<file path="config.mk">
export PLATFORM = sky130hd
export DESIGN_NAME = acsd_setup_bank
export DESIGN_NICKNAME = d
export VERILOG_FILES = /design/src/logic/acsd_pkg.sv /design/src/logic/acsd_settle_timer.sv /design/src/logic/acsd_setup_bank.sv
export SDC_FILE = /design/constraint.sdc
export NUM_CORES = 1
export LEC_CHECK = 0
export BUFFER_PORTS_ARGS = -buffer_cell sky130_fd_sc_hd__buf_4
export CORE_ASPECT_RATIO = 1.1
export CORE_MARGIN = 5
export CORE_UTILIZATION = 30
export CTS_CLUSTER_DIAMETER = 100
export DETAILED_ROUTE_END_ITERATION = 10
export HOLD_SLACK_MARGIN = 0.08
export PLACE_DENSITY_LB_ADDON = 0.08
export SYNTH_ARGS = -nofsm -noshare
export SYNTH_HDL_FRONTEND = slang
export SYNTH_SLANG_ARGS = --single-unit
</file>
<file path="constraint.sdc">
create_clock -name clk_i -period 16.05 [get_ports clk_i]
set_clock_uncertainty 0.1 [all_clocks]
set_input_delay 1.605 -clock clk_i [delete_from_list [all_inputs] [get_ports clk_i]]
set_output_delay 1.605 -clock clk_i [all_outputs]
set_load 0.03 [all_outputs]
</file>
<file path="src/logic/acsd_pkg.sv">
package acsd_pkg;

  // setup pair register map and setup layout
  localparam int unsigned NUM_PAIRS = 4;
  localparam int unsigned PAIR_IDX_W = 2;
  localparam int unsigned SETUP_W = 16;
  localparam int unsigned UPPER_SHIFT = 16;
  localparam logic [31:0] PAIR_RST = 32'h0000_0000;

  // field positions inside one 16-bit setup
  localparam int unsigned CH_LSB = 14;
  localparam int unsigned GAIN_LSB = 11;
  localparam int unsigned RATE_LSB = 7;
  localparam int unsigned POL_BIT = 6;
  localparam int unsigned LATCH_LSB = 4;
  localparam int unsigned DT_BIT = 3;
  localparam int unsigned OCD_BIT = 2;
  localparam int unsigned CALP_LSB = 0;

  // reserved codes
  localparam logic [2:0] GAIN_RSVD = 3'h7;
  localparam logic [3:0] RATE_LO_MAX = 4'h4;
  localparam logic [3:0] RATE_HI_MIN = 4'h8;
  localparam logic [3:0] RATE_HI_MAX = 4'hC;
  localparam int unsigned RATE_BAND_BIT = 3;

  // calibration registers
  localparam logic [31:0] GAIN_RST = 32'h0100_0000;
  localparam logic [31:0] OFFSET_RST = 32'h0000_0000;
  localparam logic [31:0] GAIN_WMASK = 32'h3FFF_FFFF;
  localparam logic [31:0] OFFSET_WMASK = 32'hFFFF_FF00;

  // timing in master clock cycles (clk_i is the master clock)
  localparam int unsigned SETTLE_W = 11;
  localparam logic [10:0] SETTLE_STD = 11'h500;
  localparam logic [10:0] SETTLE_ALT = 11'h600;
  localparam int unsigned PERIOD_W = 20;
  localparam logic [19:0] LO_BASE_STD = 20'h0A000;
  localparam logic [19:0] LO_BASE_ALT = 20'h0C000;
  localparam logic [19:0] HI_BASE_STD = 20'h00500;
  localparam logic [19:0] HI_BASE_ALT = 20'h00600;

  typedef struct packed {
    logic [3:0][31:0] pair;
    logic [3:0][31:0] offset;
    logic [3:0][31:0] gain;
    logic [15:0] act;
    logic [19:0] period;
    logic [1:0] cal_sel;
    logic [31:0] rd_pair;
    logic [31:0] rd_offset;
    logic [31:0] rd_gain;
    logic [31:0] cal_offset;
    logic [31:0] cal_gain;
    logic lat0;
    logic lat1;
    logic cont;
    logic pend_long;
    logic start;
    logic long_flag;
  } acsd_bank_t;

  typedef struct packed {
    logic [10:0] cnt;
  } acsd_timer_t;

endpackage

</file>
<file path="src/logic/acsd_settle_timer.sv">
`timescale 1ns/1ps
module acsd_settle_timer (
  // clock and reset
  input wire logic clk_i,
  input wire logic sys_rst_i,
  // control
  input wire logic load_i,
  input wire logic abort_i,
  input wire logic [acsd_pkg::SETTLE_W-1:0] cycles_i,
  // status
  output logic busy_o,
  output logic done_o
);
  import acsd_pkg::*;

  acsd_timer_t st;
  acsd_timer_t next_st;

  always_comb begin
    next_st = st;
    if (abort_i) begin
      next_st.cnt = '0;
    end else if (load_i) begin
      next_st.cnt = cycles_i;
    end else if (st.cnt != '0) begin
      next_st.cnt = st.cnt - 11'h001;
    end
  end

  always_ff @(posedge clk_i or posedge sys_rst_i) begin
    if (sys_rst_i) begin
      st <= '0;
    end else begin
      st <= next_st;
    end
  end

  assign busy_o = (st.cnt != '0);
  // comb so that the owner registers start on the last count
  assign done_o = (st.cnt == 11'h001) && !load_i && !abort_i;
endmodule // acsd_settle_timer

</file>
<file path="src/logic/acsd_setup_bank.sv">
// Functional notes
// - channel_select picks physical channel one to four
// - gain_code gives gain two to the code
// - rate_code selects nominal continuous word rate
// - rates scale with supplied master clock
// - first continuous and single results take longer
// - polarity_select zero bipolar, one unipolar
// - on command, latch outputs take latch_value
// - settle delay 1280 or 1536 cycles first
// - open_input_detect drives selected channel current source
// - cal_set_pointer used only with cal_source_select
// - pointer codes pick channel one to four calibration
// - reset calibration means gain one, offset zero
// - one offset and gain register per channel
// - offset top bit is the trim sign
// - offset step is fixed fraction of span
// - offset magnitude is scaled by gain register
// - gain register unsigned, bits 29:0 weighted
// - config latch bits drive outputs when selected
`timescale 1ns/1ps
module acsd_setup_bank (
  // clock and reset
  input wire logic clk_i,
  input wire logic sys_rst_i,
  // setup pair register access
  input wire logic setup_wr_i,
  input wire logic [acsd_pkg::PAIR_IDX_W-1:0] setup_idx_i,
  input wire logic [31:0] setup_wdata_i,
  output logic [31:0] setup_rdata_o,
  // calibration register access
  input wire logic offset_wr_i,
  input wire logic gain_wr_i,
  input wire logic [1:0] cal_idx_i,
  input wire logic [31:0] cal_wdata_i,
  output logic [31:0] offset_rdata_o,
  output logic [31:0] gain_rdata_o,
  // configuration bits
  input wire logic rate_family_select_i,
  input wire logic latch_source_select_i,
  input wire logic cal_source_select_i,
  input wire logic [1:0] cfg_latch_i,
  // command execution
  input wire logic exec_i,
  input wire logic [2:0] exec_setup_i,
  input wire logic continuous_i,
  input wire logic conv_next_i,
  input wire logic stop_i,
  // decoded active setup
  output logic [1:0] channel_select_o,
  output logic [2:0] gain_code_o,
  output logic [6:0] gain_factor_o,
  output logic [3:0] rate_code_o,
  output logic [acsd_pkg::PERIOD_W-1:0] period_cycles_o,
  output logic unipolar_o,
  output logic [3:0] open_input_detect_o,
  output logic reserved_code_o,
  // calibration set in use
  output logic [1:0] cal_set_o,
  output logic [31:0] cal_offset_o,
  output logic [31:0] cal_gain_o,
  // latch pins
  output logic latch_out_0_o,
  output logic latch_out_1_o,
  // conversion timing
  output logic conv_start_o,
  output logic conv_long_o,
  output logic settle_busy_o,
  output logic continuous_o
);
  import acsd_pkg::*;

  acsd_bank_t st;
  acsd_bank_t next_st;
  logic [15:0] sel_setup;
  logic [31:0] sel_pair;
  logic sel_dt;
  logic timer_load;
  logic timer_done;
  logic timer_busy;
  logic [SETTLE_W-1:0] settle_cycles;
  logic [3:0] act_rate;
  logic [19:0] base;

  // setup 1 (exec_setup_i 0) is the upper half of pair 0
  always_comb begin
    sel_pair = st.pair[exec_setup_i[2:1]];
    if (exec_setup_i[0]) begin
      sel_setup = sel_pair[SETUP_W-1:0];
    end else begin
      sel_setup = sel_pair[31:UPPER_SHIFT];
    end
  end

  assign sel_dt = sel_setup[DT_BIT];
  assign timer_load = exec_i && sel_dt;
  assign settle_cycles = rate_family_select_i ? SETTLE_ALT
                                              : SETTLE_STD;

  acsd_settle_timer u_settle (
    .clk_i(clk_i),
    .sys_rst_i(sys_rst_i),
    .load_i(timer_load),
    .abort_i(stop_i && !timer_load),
    .cycles_i(settle_cycles),
    .busy_o(timer_busy),
    .done_o(timer_done)
  );

  assign act_rate = sel_setup[RATE_LSB +: 4];

  // period in master clock cycles, so it tracks any clock rate
  always_comb begin
    if (act_rate[RATE_BAND_BIT]) begin
      base = rate_family_select_i ? HI_BASE_ALT : HI_BASE_STD;
    end else begin
      base = rate_family_select_i ? LO_BASE_ALT : LO_BASE_STD;
    end
  end

  always_comb begin
    next_st = st;
    next_st.start = 1'b0;
    // register writes, whole pair at once
    if (setup_wr_i) begin
      next_st.pair[setup_idx_i] = setup_wdata_i;
    end
    if (offset_wr_i) begin
      next_st.offset[cal_idx_i] = cal_wdata_i & OFFSET_WMASK;
    end
    if (gain_wr_i) begin
      next_st.gain[cal_idx_i] = cal_wdata_i & GAIN_WMASK;
    end
    next_st.rd_pair = st.pair[setup_idx_i];
    next_st.rd_offset = st.offset[cal_idx_i];
    next_st.rd_gain = st.gain[cal_idx_i];
    // command execution captures the addressed setup
    if (exec_i) begin
      next_st.act = sel_setup;
      next_st.period = base << act_rate[2:0];
      next_st.cont = continuous_i;
      if (sel_dt) begin
        next_st.pend_long = 1'b1;
      end else begin
        next_st.start = 1'b1;
        next_st.long_flag = 1'b1;
        next_st.pend_long = 1'b0;
      end
    end else if (stop_i) begin
      next_st.cont = 1'b0;
      next_st.pend_long = 1'b0;
    end else if (timer_done && st.pend_long) begin
      next_st.start = 1'b1;
      next_st.long_flag = 1'b1;
      next_st.pend_long = 1'b0;
    end else if (conv_next_i && st.cont && !timer_busy && !st.pend_long) begin
      next_st.start = 1'b1;
      next_st.long_flag = 1'b0;
    end
    // latch pins
    if (latch_source_select_i) begin
      next_st.lat0 = cfg_latch_i[1];
      next_st.lat1 = cfg_latch_i[0];
    end else if (exec_i) begin
      next_st.lat0 = sel_setup[LATCH_LSB + 1];
      next_st.lat1 = sel_setup[LATCH_LSB];
    end
    // calibration set follows live source select
    if (cal_source_select_i) begin
      next_st.cal_sel = st.act[CALP_LSB +: 2];
    end else begin
      next_st.cal_sel = st.act[CH_LSB +: 2];
    end
    // offset is applied through the gain downstream
    next_st.cal_offset = st.offset[next_st.cal_sel];
    next_st.cal_gain = st.gain[next_st.cal_sel];
  end

  always_ff @(posedge clk_i or posedge sys_rst_i) begin
    if (sys_rst_i) begin
      st <= '0;
      for (int i = 0; i < NUM_PAIRS; i++) begin
        st.pair[i] <= PAIR_RST;
        st.offset[i] <= OFFSET_RST;
        st.gain[i] <= GAIN_RST;
      end
      st.cal_gain <= GAIN_RST;
    end else begin
      st <= next_st;
    end
  end

  assign setup_rdata_o = st.rd_pair;
  assign offset_rdata_o = st.rd_offset;
  assign gain_rdata_o = st.rd_gain;
  assign channel_select_o = st.act[CH_LSB +: 2];
  assign gain_code_o = st.act[GAIN_LSB +: 3];
  assign gain_factor_o = 7'h01 << st.act[GAIN_LSB +: 3];
  assign rate_code_o = st.act[RATE_LSB +: 4];
  assign period_cycles_o = st.period;
  assign unipolar_o = st.act[POL_BIT];
  assign open_input_detect_o = st.act[OCD_BIT]
                               ? (4'h1 << st.act[CH_LSB +: 2])
                               : 4'h0;
  // unused codes are flagged only; no behaviour is promised for them
  assign reserved_code_o = (st.act[GAIN_LSB +: 3] == GAIN_RSVD)
    || (rate_code_o > RATE_LO_MAX && rate_code_o < RATE_HI_MIN)
    || (rate_code_o > RATE_HI_MAX);
  assign cal_set_o = st.cal_sel;
  assign cal_offset_o = st.cal_offset;
  assign cal_gain_o = st.cal_gain;
  assign latch_out_0_o = st.lat0;
  assign latch_out_1_o = st.lat1;
  assign conv_start_o = st.start;
  assign conv_long_o = st.long_flag;
  assign settle_busy_o = timer_busy;
  assign continuous_o = st.cont;

  // helper: cycles from a delayed command to its start
  logic [11:0] hlp_cnt;
  logic [11:0] hlp_exp;
  logic hlp_arm;

  always_ff @(posedge clk_i or posedge sys_rst_i) begin
    if (sys_rst_i) begin
      hlp_cnt <= '0;
      hlp_exp <= '0;
      hlp_arm <= 1'b0;
    end else if (exec_i) begin
      hlp_cnt <= 12'h001;
      hlp_exp <= {1'b0, settle_cycles} + 12'h001;
      hlp_arm <= sel_dt;
    end else if (stop_i || conv_start_o) begin
      hlp_arm <= 1'b0;
    end else begin
      hlp_cnt <= hlp_cnt + 12'h001;
    end
  end
endmodule // acsd_setup_bank

</file>
==> results.md, run 1 <==
- Syn-to-layout area delta: 16.0%
- Worst-Skew Late Latency: approximately 630 ps
- FF+latch count, synth: 528
- Pwr Density: around 160 nW/µm²
- Yosys cell types: 60
- I/O Pins: 295
- DRT Pass-1 Iters: 5
- Period utilization: 0.285
- Syn_area_per_cell: approximately 13 µm²
- Peak per-stage delay on the critical path: 730 ps
- Final core utilization: 0.352
- Status: finished clean
- Final Hold Vio Count: 0
- Hold Crit Class: reg2reg
- RSZ-0062 raised after global routing: false
- Top post-synthesis cells by area: dfrtp_1 53%, mux2_2 16%, mux4_2 10%, buf_4 5.9%, nand2_1 3.7%
- Critical Path RT: 14,340 ps
- TNS Setup: 0 ps
- Global-route wire length before repair: 104,000 µm
- Die span in x: 282 µm
- CTS tree: done
- CTS Hold Bufs: 0
- Synthesized area: 24,500 µm²
- Placement Rows: 109
- Min Clock Period, post-route: 4570 ps
- Met3 routed WL: 3480 µm
- CTS sink cnt: 528
- Fillers: 7,882
- Iteration-0 DRC Markers: between 600 and 700
- Cell count after placement: 2,895
- Top routing layer in use: met5
- Maximum VDD drop: 0.000102 V
- Post-CTS Setup Repair Bufs: 0
- Worst slew margin: 0.188
- Dpl cell area: around 26,000 µm²
- Crit end category: output port
- Final HPWL DP: 42,000 µm
- Startpoint types: register
- Grt ovf: 0
- Slew @ Worst Pin: 1210 ps
- Area of the multi-input gates: ~9500 µm²
- RePlAce Congestion: 0.707
- Worst-path cell chain: nor4_1 -> nand4_1 -> buf_4
- Layout cells sized above 1: 0.454
- Routed wl met2: between 30,000 and 40,000 µm
- Via count: 14,500
- Root Buffer: clkbuf_16
- Post-synth top cells: 523 x dfrtp_1, 349 x mux2_2, 242 x nand2_1
- Vias in the first global route: 15,600
- Final wirelength: 68,300 µm
- Static leakage: between 0.01 and 0.015 µW
- Antenna viol nets, final: 0
- Syn Inst Count: 1,821
- Routed WL per cell: 22.7 µm
- Bufs on Longest Clock Path: 3
- Setup Viol. Count Final: 0
- Yosys top cell area share: 0.535
- Initial antenna violation count: 7
- Die ar.: 87,400 µm²
- Asr flop ratio synth: 1.00
- Worst endpoint data arrival time: 2870 ps
- # Max-Cap Violations: 0
- Post-synth EDFFs: 0
- Wl on met1: 29,300 µm
- Max Slew Vio Count: 0
- Largest net degree at the start of global routing: 80
- Cell family with the largest share of critical-path delay: simple AND/OR/NAND/NOR gates
- Sequential share of the synthesized area: 0.540
- DRC viols: 0
- Final Cell Area: 28,400 µm²
- Final Non-Filler Cells: 3,010
- DR vias/cell: 4.82
- Count leader, synth: dfrtp_1
- Hold slack: 379 ps
- Top_reg_cell synth: dfrtp_1
- Clk pin slew, worst setup/hold paths: about 60 ps
- Slowest stage cell, crit path: nor4_1
- Core ar.: 80,600 µm²
- Initial Util: 0.304
- Post-synth top area cell: dfrtp_1
- Sequential Area: 13,200 µm²
- Max Fclk: between 200 and 250 MHz
- H-tree Lvls: 2
- Num CTS Buffers: 60
- Port buffer count: 266
- CP Max Fanout: 13
- Die Ht: 310 µm
- CTS resizes: 0
- Yosys warnings: 0
- GRT Overall Usage: 0.155
- Crit path kind: reg2out
- Buffers & Inverters on Critical Path: 1
- Nets@finish: ~2,000
power breakdown:
| group | internal (µW) | switching [µW] |
|---|---|---|
| clock network | 873 | 585 |
| registers | 1640 | 205 |
| logic | 542 | 720 |
| total | 3050 | 1510 |
per-stage QoR:
stage | total power, µW | setup WS (ps)
floorplan | 2830 | 7170
global placement | 3140 | 10720
detailed placement | 3160 | 10630
CTS | 4660 | 11290
global route | 4810 | 10870
finish | 4560 | 11480
layout by cell type (no fill, tap or decap), drive strengths merged, types with 3 or more instances in the layout:
cell      Yosys  layout
diode         0       3
nand3b        8       8
nand4b        3       3
nor3          4       4
nand3        10      10
clkbuf       86      75
o211ai        3       3
and3         55      55
nand4         4       4
nor3b         9       9
nor2         36      36
o21ai         9       9
nor4          4       4
clkinv        0      20
mux2i        16      16
a21oi        14      14
mux2        350     350
xnor2         3       3
conb          1      28
mux4        118     118
xor2          6       6
dfrtp       523     523
ha            3       3
nand2       242     242
dfstp         5       5
clkinvlp      0       7
bufinv        0       9
inv          10      11
a31oi        56      56
buf         213     292
final cells by class:
class,instances,share of cell area
sequential,528,0.465
antenna,3,0.000264
tap,1054,0.0464
multi-input combinational,1011,0.335
timing repair buffer,292,0.0772
inverter,10,0.00154
clock buffer,75,0.0580
clock inverter,37,0.0162
registers in the layout, summed over array words and instances, names as in the netlist, 2 cells and up:
register / flops
st: 348
setup_rdata_o: 32
cal_gain_o: 30
gain_rdata_o: 30
cal_offset_o: 24
offset_rdata_o: 24
period_cycles_o: 12
u_settle.st: 11
rate_code_o: 4
gain_code_o: 3
cal_set_o: 2
channel_select_o: 2
kinds of logic (layout without fill, tap and decap cells):
kind of cell / after synthesis / count (layout) / synth area share
flops: 528 / 528 / 0.540
mux: 484 / 484 / 0.279
simple gates: 387 / 387 / 0.0720
buf+inv: 309 / 414 / 0.0779
compound gates: 100 / 100 / 0.0267
xor+xnor: 9 / 9 / 0.00322
fa+ha+maj: 3 / 3 / 0.00153
other cells: 1 / 31 / 0.000153
per-layer routing:
| layer | track usage | up-vias |
|---|---|---|
| met2 | 0.265 | 298 |
| met1 | 0.204 | 7661 |
| met3 | 0.0351 | 79 |
| met4 | 0.0303 | 6 |
| li1 | - | 6466 |
| met5 | 0 | - |
path summary, 6_finish.rpt:
path | startpoint | end | slack (ps) | cells past startpoint
min in group asynchronous | sys_rst_i | setup_rdata_o[11]$_DFF_PP0_ | 1140 | 3
worst max-delay path | u_settle.st[7]$_DFFE_PP0P_ | settle_busy_o | 11480 | 3
max in group asynchronous | sys_rst_i | cal_gain_o[19]$_DFF_PP0_ | 11510 | 6
worst max register to register | channel_select_o[0]$_DFFE_PP0P_ | cal_offset_o[18]$_DFF_PP0_ | 13110 | 7
worst min-delay path | conv_long_o$_DFFE_PP0P_ | conv_long_o$_DFFE_PP0P_ | 380 | 2
worst min register to register | conv_long_o$_DFFE_PP0P_ | conv_long_o$_DFFE_PP0P_ | 380 | 2
worst register-to-register path, delay by kind of cell, from the launching register on:
family / cells / cell delay, ps
and+or+nand+nor: 2 / 360
DFF: 1 / 530
AOI/OAI and AO/OA: 1 / 230
muxes: 1 / 100
buffers and inverters: 3 / 1520
(Power assumes the default switching activity.)
==> run 2: changes to the inputs <==
--- a/config.mk
+++ b/config.mk
@@ -5,6 +5,7 @@
 export SDC_FILE = /design/constraint.sdc
 export NUM_CORES = 1
 export LEC_CHECK = 0
+export ABC_AREA = 1
 export BUFFER_PORTS_ARGS = -buffer_cell sky130_fd_sc_hd__buf_4
 export CORE_ASPECT_RATIO = 1.1
 export CORE_MARGIN = 5
==> constraint.sdc (replaced) <==
create_clock -name clk_i -period 3.7 [get_ports clk_i]
set_clock_uncertainty 0.1 [all_clocks]
set_input_delay 0.37 -clock clk_i [delete_from_list [all_inputs] [get_ports clk_i]]
set_output_delay 0.37 -clock clk_i [all_outputs]
set_load 0.03 [all_outputs]
==> results.md, run 2 <==
- Critical Path RT: 3230 ps (-11,110 ps)
- Final Hold Vio Count: 0 (unchanged)
- Die Ht: 307 µm (-0.71%)
- Syn_area_per_cell: 9.00 µm² (-33%)
- Post-synth top area cell: dfrtp_1
- Clock share of power: 0.342 (+0.022)
- R2r worst-path depth: 6 (-1)
- Dpl cell area: 25,800 µm² (-1.8%)
- Critical R2R Launch: channel_select_o[0]$_DFFE_PP0P_
- CTS tree: done
- Vias in the first global route: 19,000 (+22%)
- Die ar.: 86,200 µm² (-1.4%)
- CTS sink cnt: 528 (unchanged)
- Commonest non-fill, non-tap cell in the layout: nand2_1
- Routed WL per cell: 19.8 µm (-13%)
- Final HPWL DP: 48,200 µm (+15%)
- Final Non-Filler Cells: 3,898 (+30%)
- DRC viols: 0 (unchanged)
- Internal power: 11,800 µW (+290%)
- GRT Overall Usage: 0.173 (+0.0183)
- Post-CTS Setup Repair Bufs: 0 (unchanged)
- RePlAce Congestion: 0.792 (+12%)
- Maximum VDD drop: 0.000341 V (+240%)
- Power, Total: 17,600 µW (+290%)
- Flop pwr share: 0.428 (+0.024)
- Iteration-0 DRC Markers: 1,393 (+100%)
- Max Fclk: 379 MHz
- Post-layout worst setup margin: 1060 ps (-10,410 ps)
- Met3 routed WL: 3870 µm (+11%)
- Min Clock Period, post-route: 2640 ps
- Placement Rows: 109 (unchanged)
- Grt ovf: 0 (unchanged)
- Setup Viol. Count Final: 0 (unchanged)
- Post-synth top cells: 707 x nand2_1, 523 x dfrtp_1, 414 x o21ai_0
- Top_reg_cell synth: dfrtp_1
- TNS Setup: 0 ps (unchanged)
- Worst-Skew Late Latency: 630 ps (about the same)
- Routed wl met2: 38,400 µm (+11%)
- Slew @ Worst Pin: 1030 ps (-180 ps)
- Setup WS pre-CTS: 1360 ps (-9270 ps)
- Final antenna diode count: 0 (-3)
- Die span in x: 280 µm (-0.70%)
- Asr flop ratio synth: 1.00 (unchanged)
- H-tree Lvls: 2 (unchanged)
- Global-route wire length before repair: 117,000 µm (+13%)
- RSZ-0062 raised after global routing: false
- DR vias/cell: 4.89 (+1.5%)
- R2R setup slack: 1530 ps (-11,580 ps)
- Syn Inst Count: 2,681 (+47%)
- Most frequent cells in the layout: 697 x nand2_1, 523 x dfrtp_1, 414 x o21ai_0
- Worst r2r dst: cal_gain_o[12]$_DFF_PP0_
- Core ar.: 80,100 µm² (-0.68%)
- Crit end category: output port
- Sequential share of the synthesized area: 0.548 (+0.00795)
- Yosys warnings: 0 (unchanged)
- Final Cell Area: 28,600 µm² (+0.79%)
- Wl on met1: 33,200 µm (+13%)
- Count leader, synth: nand2_1
- Top routing layer in use: met5
- Largest net degree at the start of global routing: 124 (+55%)
- Port buffer count: 266 (unchanged)
- Yosys top cell area share: 0.542 (+0.00787)
- Status: finished clean
- Crit path kind: reg2out
- Nets@finish: 2,883 (+45%)
- Clk pin slew, worst setup/hold paths: 60 ps (about the same)
- Period utilization: 0.712
- Psw: 5790 µW (+280%)
- CTS resizes: 0 (unchanged)
- DRT Pass-1 Iters: 6 (+1)
- Post-synth EDFFs: 0 (unchanged)
- Worst hold path stage count: 3 (+1)
- Initial Util: 0.301 (-0.00237)
- Antenna viol nets, final: 0 (unchanged)
- Largest register FFs: 348 (unchanged)
- Max Slew Vio Count: 0 (unchanged)
- Final wirelength: 77,000 µm (+13%)
- Hold path start: cal_wdata_i[18]
- FF+latch count, synth: 528 (unchanged)
- Syn-to-layout area delta: 18.7%
- # Max-Cap Violations: 0 (unchanged)
- Layout cells sized above 1: 0.163 (-0.291)
- Via count: 19,100 (+31%)
- Worst slew margin: 0.309 (+0.120)
- Initial antenna violation count: 2 (-5)
- Static leakage: 0.0135 µW (+9.8%)
- Bufs on Longest Clock Path: 3 (unchanged)
- Pwr Density: 614 nW/µm² (+280%)
- Comb pwr share: 0.229 (-0.048)
- Worst Hold End: st[286]$_DFFE_PP0P_
- Biggest register: st
- Hold Crit Class: in2reg
- Cell count after placement: 3,708 (+28%)
- Switching part of the total: 0.330 (-0.00132)
- Startpoint types: register
- Synthesized area: 24,100 µm² (-1.5%)
- Num CTS Buffers: 60 (unchanged)
- Root Buffer: clkbuf_16
- I/O Pins: 295 (unchanged)
- Yosys cell types: 49 (-18%)
- Worst endpoint data arrival time: 2170 ps (-700 ps)
- Top post-synthesis cells by area: dfrtp_1 54%, nand2_1 11%, o21ai_0 8.6%, buf_4 6.1%, a22oi_1 3.8%
- CP Max Fanout: 11 (-2)
- CTS Hold Bufs: 79 (+79)
run 2: changes by cell type in the layout (fill, tap and decap cells not counted), moves of 55 or more:
cell,previous run,this run
mux2_2,349,0
mux4_2,113,0
a22oi_1,1,121
o21ai_0,8,414
dlygate4sd3_1,0,79
inv_1,7,153
and3_1,55,0
a21oi_1,14,70
nand2_1,240,697
run 2: power by group through the flow:
stage / clock network [µW] / registers, µW / logic (µW)
final: 6010 / 7520 / 4030
after global routing: 6450 / 7650 / 4460
after CTS: 6220 / 7530 / 4090
after detailed placement: 0 / 7620 / 4010
after global placement: 0 / 7600 / 3980
after floorplan: 0 / 7380 / 3160
run 2: area by class of cell:
class,count,area (µm²)
Clock buffer,91,1770
Fill cell,8170,51400
Sequential cell,528,13200
Inverter,162,619
Multi-Input combinational cell,1659,8260
Clock inverter,20,239
Timing Repair Buffer,384,3210
Tap cell,1054,1320
run 2: worst max-delay path: stages (launching register included):
cell	delay, ps
dfrtp_1	400
inv_1	200
ha_1	230
nand3_1	380
buf_4	330
run 2: kinds of logic after synthesis:
kind of cell             synth area share
XOR/XNOR                          0.00218
AO/OA/AOI/OAI                       0.181
other                            0.000155
adder cells (fa/ha/maj)           0.00156
AND/OR/NAND/NOR                     0.151
buffers and inverters               0.117
flip-flops                          0.548
run 2: metal layers:
layer | up-vias | global-route usage
li1 | 8994 | -
met1 | 9346 | 0.226
met2 | 599 | 0.305
met3 | 124 | 0.0253
met4 | 2 | 0.0391
met5 | - | 0
run 2: worst max path at each step:
| stage | start | end | slack [ps] |
|---|---|---|---|
| after detailed placement | cal_idx_i[0] | st[459]$_DFFE_PP0P_ | 1360 |
| after floorplan | sys_rst_i | cal_gain_o[0]$_DFF_PP0_ | -3940 |
| after global placement | cal_idx_i[0] | st[449]$_DFFE_PP0P_ | 1410 |
| after global routing | u_settle.st[0]$_DFFE_PP0P_ | settle_busy_o | 870 |
| after CTS | u_settle.st[0]$_DFFE_PP0P_ | settle_busy_o | 1020 |
| final | u_settle.st[0]$_DFFE_PP0P_ | settle_busy_o | 1060 |
run 2: stage by stage:
step	hold WS [ps]	util
after floorplan	343	-
after global routing	118	0.358
after detailed placement	371	0.323
after CTS	92.0	0.358
after global placement	367	0.323
final	128	0.358
==> run 3: changes to the inputs <==
--- a/config.mk
+++ b/config.mk
@@ -5,7 +5,7 @@
 export SDC_FILE = /design/constraint.sdc
 export NUM_CORES = 1
 export LEC_CHECK = 0
-export ABC_AREA = 1
+export ABC_AREA = 0
 export BUFFER_PORTS_ARGS = -buffer_cell sky130_fd_sc_hd__buf_4
 export CORE_ASPECT_RATIO = 1.1
 export CORE_MARGIN = 5
==> constraint.sdc (replaced) <==
create_clock -name clk_i -period 2.4 [get_ports clk_i]
set_clock_uncertainty 0.1 [all_clocks]
set_input_delay 0.24 -clock clk_i [delete_from_list [all_inputs] [get_ports clk_i]]
set_output_delay 0.24 -clock clk_i [all_outputs]
set_load 0.03 [all_outputs]
==> results.md, run 3 (synthesis gave the netlist of run 1 again) <==
- Worst-Skew Late Latency: 590 ps (-40 ps)
- Final HPWL DP: 45,200 µm (-6.1%)
- Final wirelength: 69,500 µm (-9.7%)
- Dpl cell area: 26,900 µm² (+4.0%)
- Worst Hold End: cal_gain_o[12]$_DFF_PP0_
- Maximum VDD drop: 0.000537 V (+57%)
- Worst r2r dst: period_cycles_o[13]$_DFFE_PP0P_
- Nets@finish: 2,121 (-26%)
- Routed WL per cell: 22.1 µm (+12%)
- Num CTS Buffers: 66 (+10%)
- Area of the multi-input gates: 9520 µm² (+15%)
- Most frequent cells in the layout: 523 x dfrtp_1, 349 x mux2_2, 318 x buf_4
- Max Slew Vio Count: 0 (unchanged)
- RePlAce Congestion: 0.756 (-4.5%)
- Slew @ Worst Pin: 661 ps (-372 ps)
- Worst slew margin: 0.559 (+0.251)
- Period utilization: 0.949
- Hold path start: cal_source_select_i
- Commonest non-fill, non-tap cell in the layout: dfrtp_1
- Startpoint types: register
- H-tree Lvls: 3 (+1)
- Fillers: 7,691 (-5.9%)
- Die ar.: 87,400 µm² (+1.4%)
- Root Buffer: clkbuf_16
- Power, Total: 31,100 µW (+77%)
- Die Ht: 310 µm (+0.71%)
- Iteration-0 DRC Markers: 685 (-51%)
- Core ar.: 80,600 µm² (+0.68%)
- R2r worst-path depth: 5 (-1)
- R2R setup slack: 250 ps (-1280 ps)
- Crit path launch: u_settle.st[5]$_DFFE_PP0P_
- Critical Path RT: 2060 ps (-1170 ps)
- Worst endpoint data arrival time: 1940 ps (-230 ps)
- CTS sink cnt: 528 (unchanged)
- Post-layout worst setup margin: 123 ps (-940 ps)
- Sequential Area: 13,200 µm² (unchanged)
- Hold slack: 135 ps (+7.73 ps)
- Initial Util: 0.304 (+0.00237)
- Final core utilization: 0.370 (+0.0123)
- GRT Overall Usage: 0.157 (-0.0158)
- DRC viols: 0 (unchanged)
- Bufs on Longest Clock Path: 3 (unchanged)
- # Max-Cap Violations: 0 (unchanged)
- Via count: 15,100 (-21%)
- Biggest register: st
- Min Clock Period, post-route: 2280 ps
- DR vias/cell: 4.80 (-1.8%)
- Die span in x: 282 µm (+0.71%)
- Syn-to-layout area delta: 21.8%
- Port buffer count: 266 (unchanged)
- CP Max Fanout: 10 (-1)
- Pwr Density: 1040 nW/µm² (+70%)
- Static leakage: 0.0130 µW (-4.0%)
- Grt ovf: 0 (unchanged)
- Setup WS pre-CTS: 80.3 ps (-1280 ps)
- Crit end category: output port
- Final Hold Vio Count: 0 (unchanged)
- Largest net degree at the start of global routing: 96 (-23%)
- Crit path kind: reg2out
- Max Fclk: 439 MHz
- Final Cell Area: 29,800 µm² (+4.1%)
- Placement Rows: 109 (unchanged)
- I/O Pins: 295 (unchanged)
- Clk pin slew, worst setup/hold paths: 50 ps (about the same)
- Status: finished clean
- CTS tree: done
- Layout cells sized above 1: 0.443 (+0.280)
- Initial antenna violation count: 3 (+1)
- Vias in the first global route: 16,400 (-14%)
- Worst hold path stage count: 5 (+2)
- Hold Crit Class: in2reg
- DRT Pass-1 Iters: 5 (-1)
- Setup Viol. Count Final: 0 (unchanged)
- Largest register FFs: 348 (unchanged)
- RSZ-0062 raised after global routing: false
- Antenna viol nets, final: 0 (unchanged)
- Global-route wire length before repair: 105,000 µm (-10%)
- Critical R2R Launch: st[534]$_DFFE_PP0P_
-- run 3: area by class of cell --
| type | instances | share of cell area |
|---|---|---|
| Multi-Input combinational cell | 1011 | 0.319 |
| Timing Repair Buffer | 416 | 0.119 |
| Clock inverter | 15 | 0.00726 |
| Clock buffer | 101 | 0.0649 |
| Tap cell | 1054 | 0.0442 |
| Sequential cell | 528 | 0.443 |
| Antenna cell | 3 | 0.000252 |
| Inverter | 10 | 0.00147 |
-- run 3: what timing repair did --
action	CTS	global route
setup endpoints to repair	1	0
resized for setup	1	0
hold endpoints to repair	794	0
hold buffers	78	0
setup buffers	1	0
-- run 3: metal layers --
metal	GRT usage	vias to the layer above	wire (µm)
met5	0	-	0
met4	0.0480	0	1770
met3	0.0275	110	2890
met2	0.274	357	35500
met1	0.200	7869	29400
li1	-	6737	-
-- run 3: stage by stage --
step	setup TNS, ps	std cells
6_report	0	3138
5_1_grt	0	3136
4_1_cts	0	3135
3_5_place_dp	0	2940
3_3_place_gp	0	2940
2_1_floorplan	-2689120	1848
-- run 3: worst max-delay path by stage --
stage	cells past startpoint	to	slack [ps]
floorplan	1	cal_gain_o[0]$_DFF_PP0_	-5110
global placement	6	period_cycles_o[13]$_DFFE_PP0P_	80
detailed placement	6	period_cycles_o[13]$_DFFE_PP0P_	80
CTS	5	settle_busy_o	40
global route	5	settle_busy_o	8
finish	5	settle_busy_o	120
-- run 3: power breakdown --
| part | switching (µW) | leakage [µW] | internal [µW] |
|---|---|---|---|
| clock network | 3910 | 0.00105 | 6000 |
| registers | 1390 | 0.00625 | 11000 |
| logic | 4880 | 0.00565 | 3950 |
| total | 10200 | 0.0130 | 20900 |
-- run 3: worst max-delay path, stage by stage, from the launching register on --
cell and delay, ps:
dfrtp_1 410, nor4_1 290, buf_4 190, nand4_1 120, buf_6 180, buf_4 170
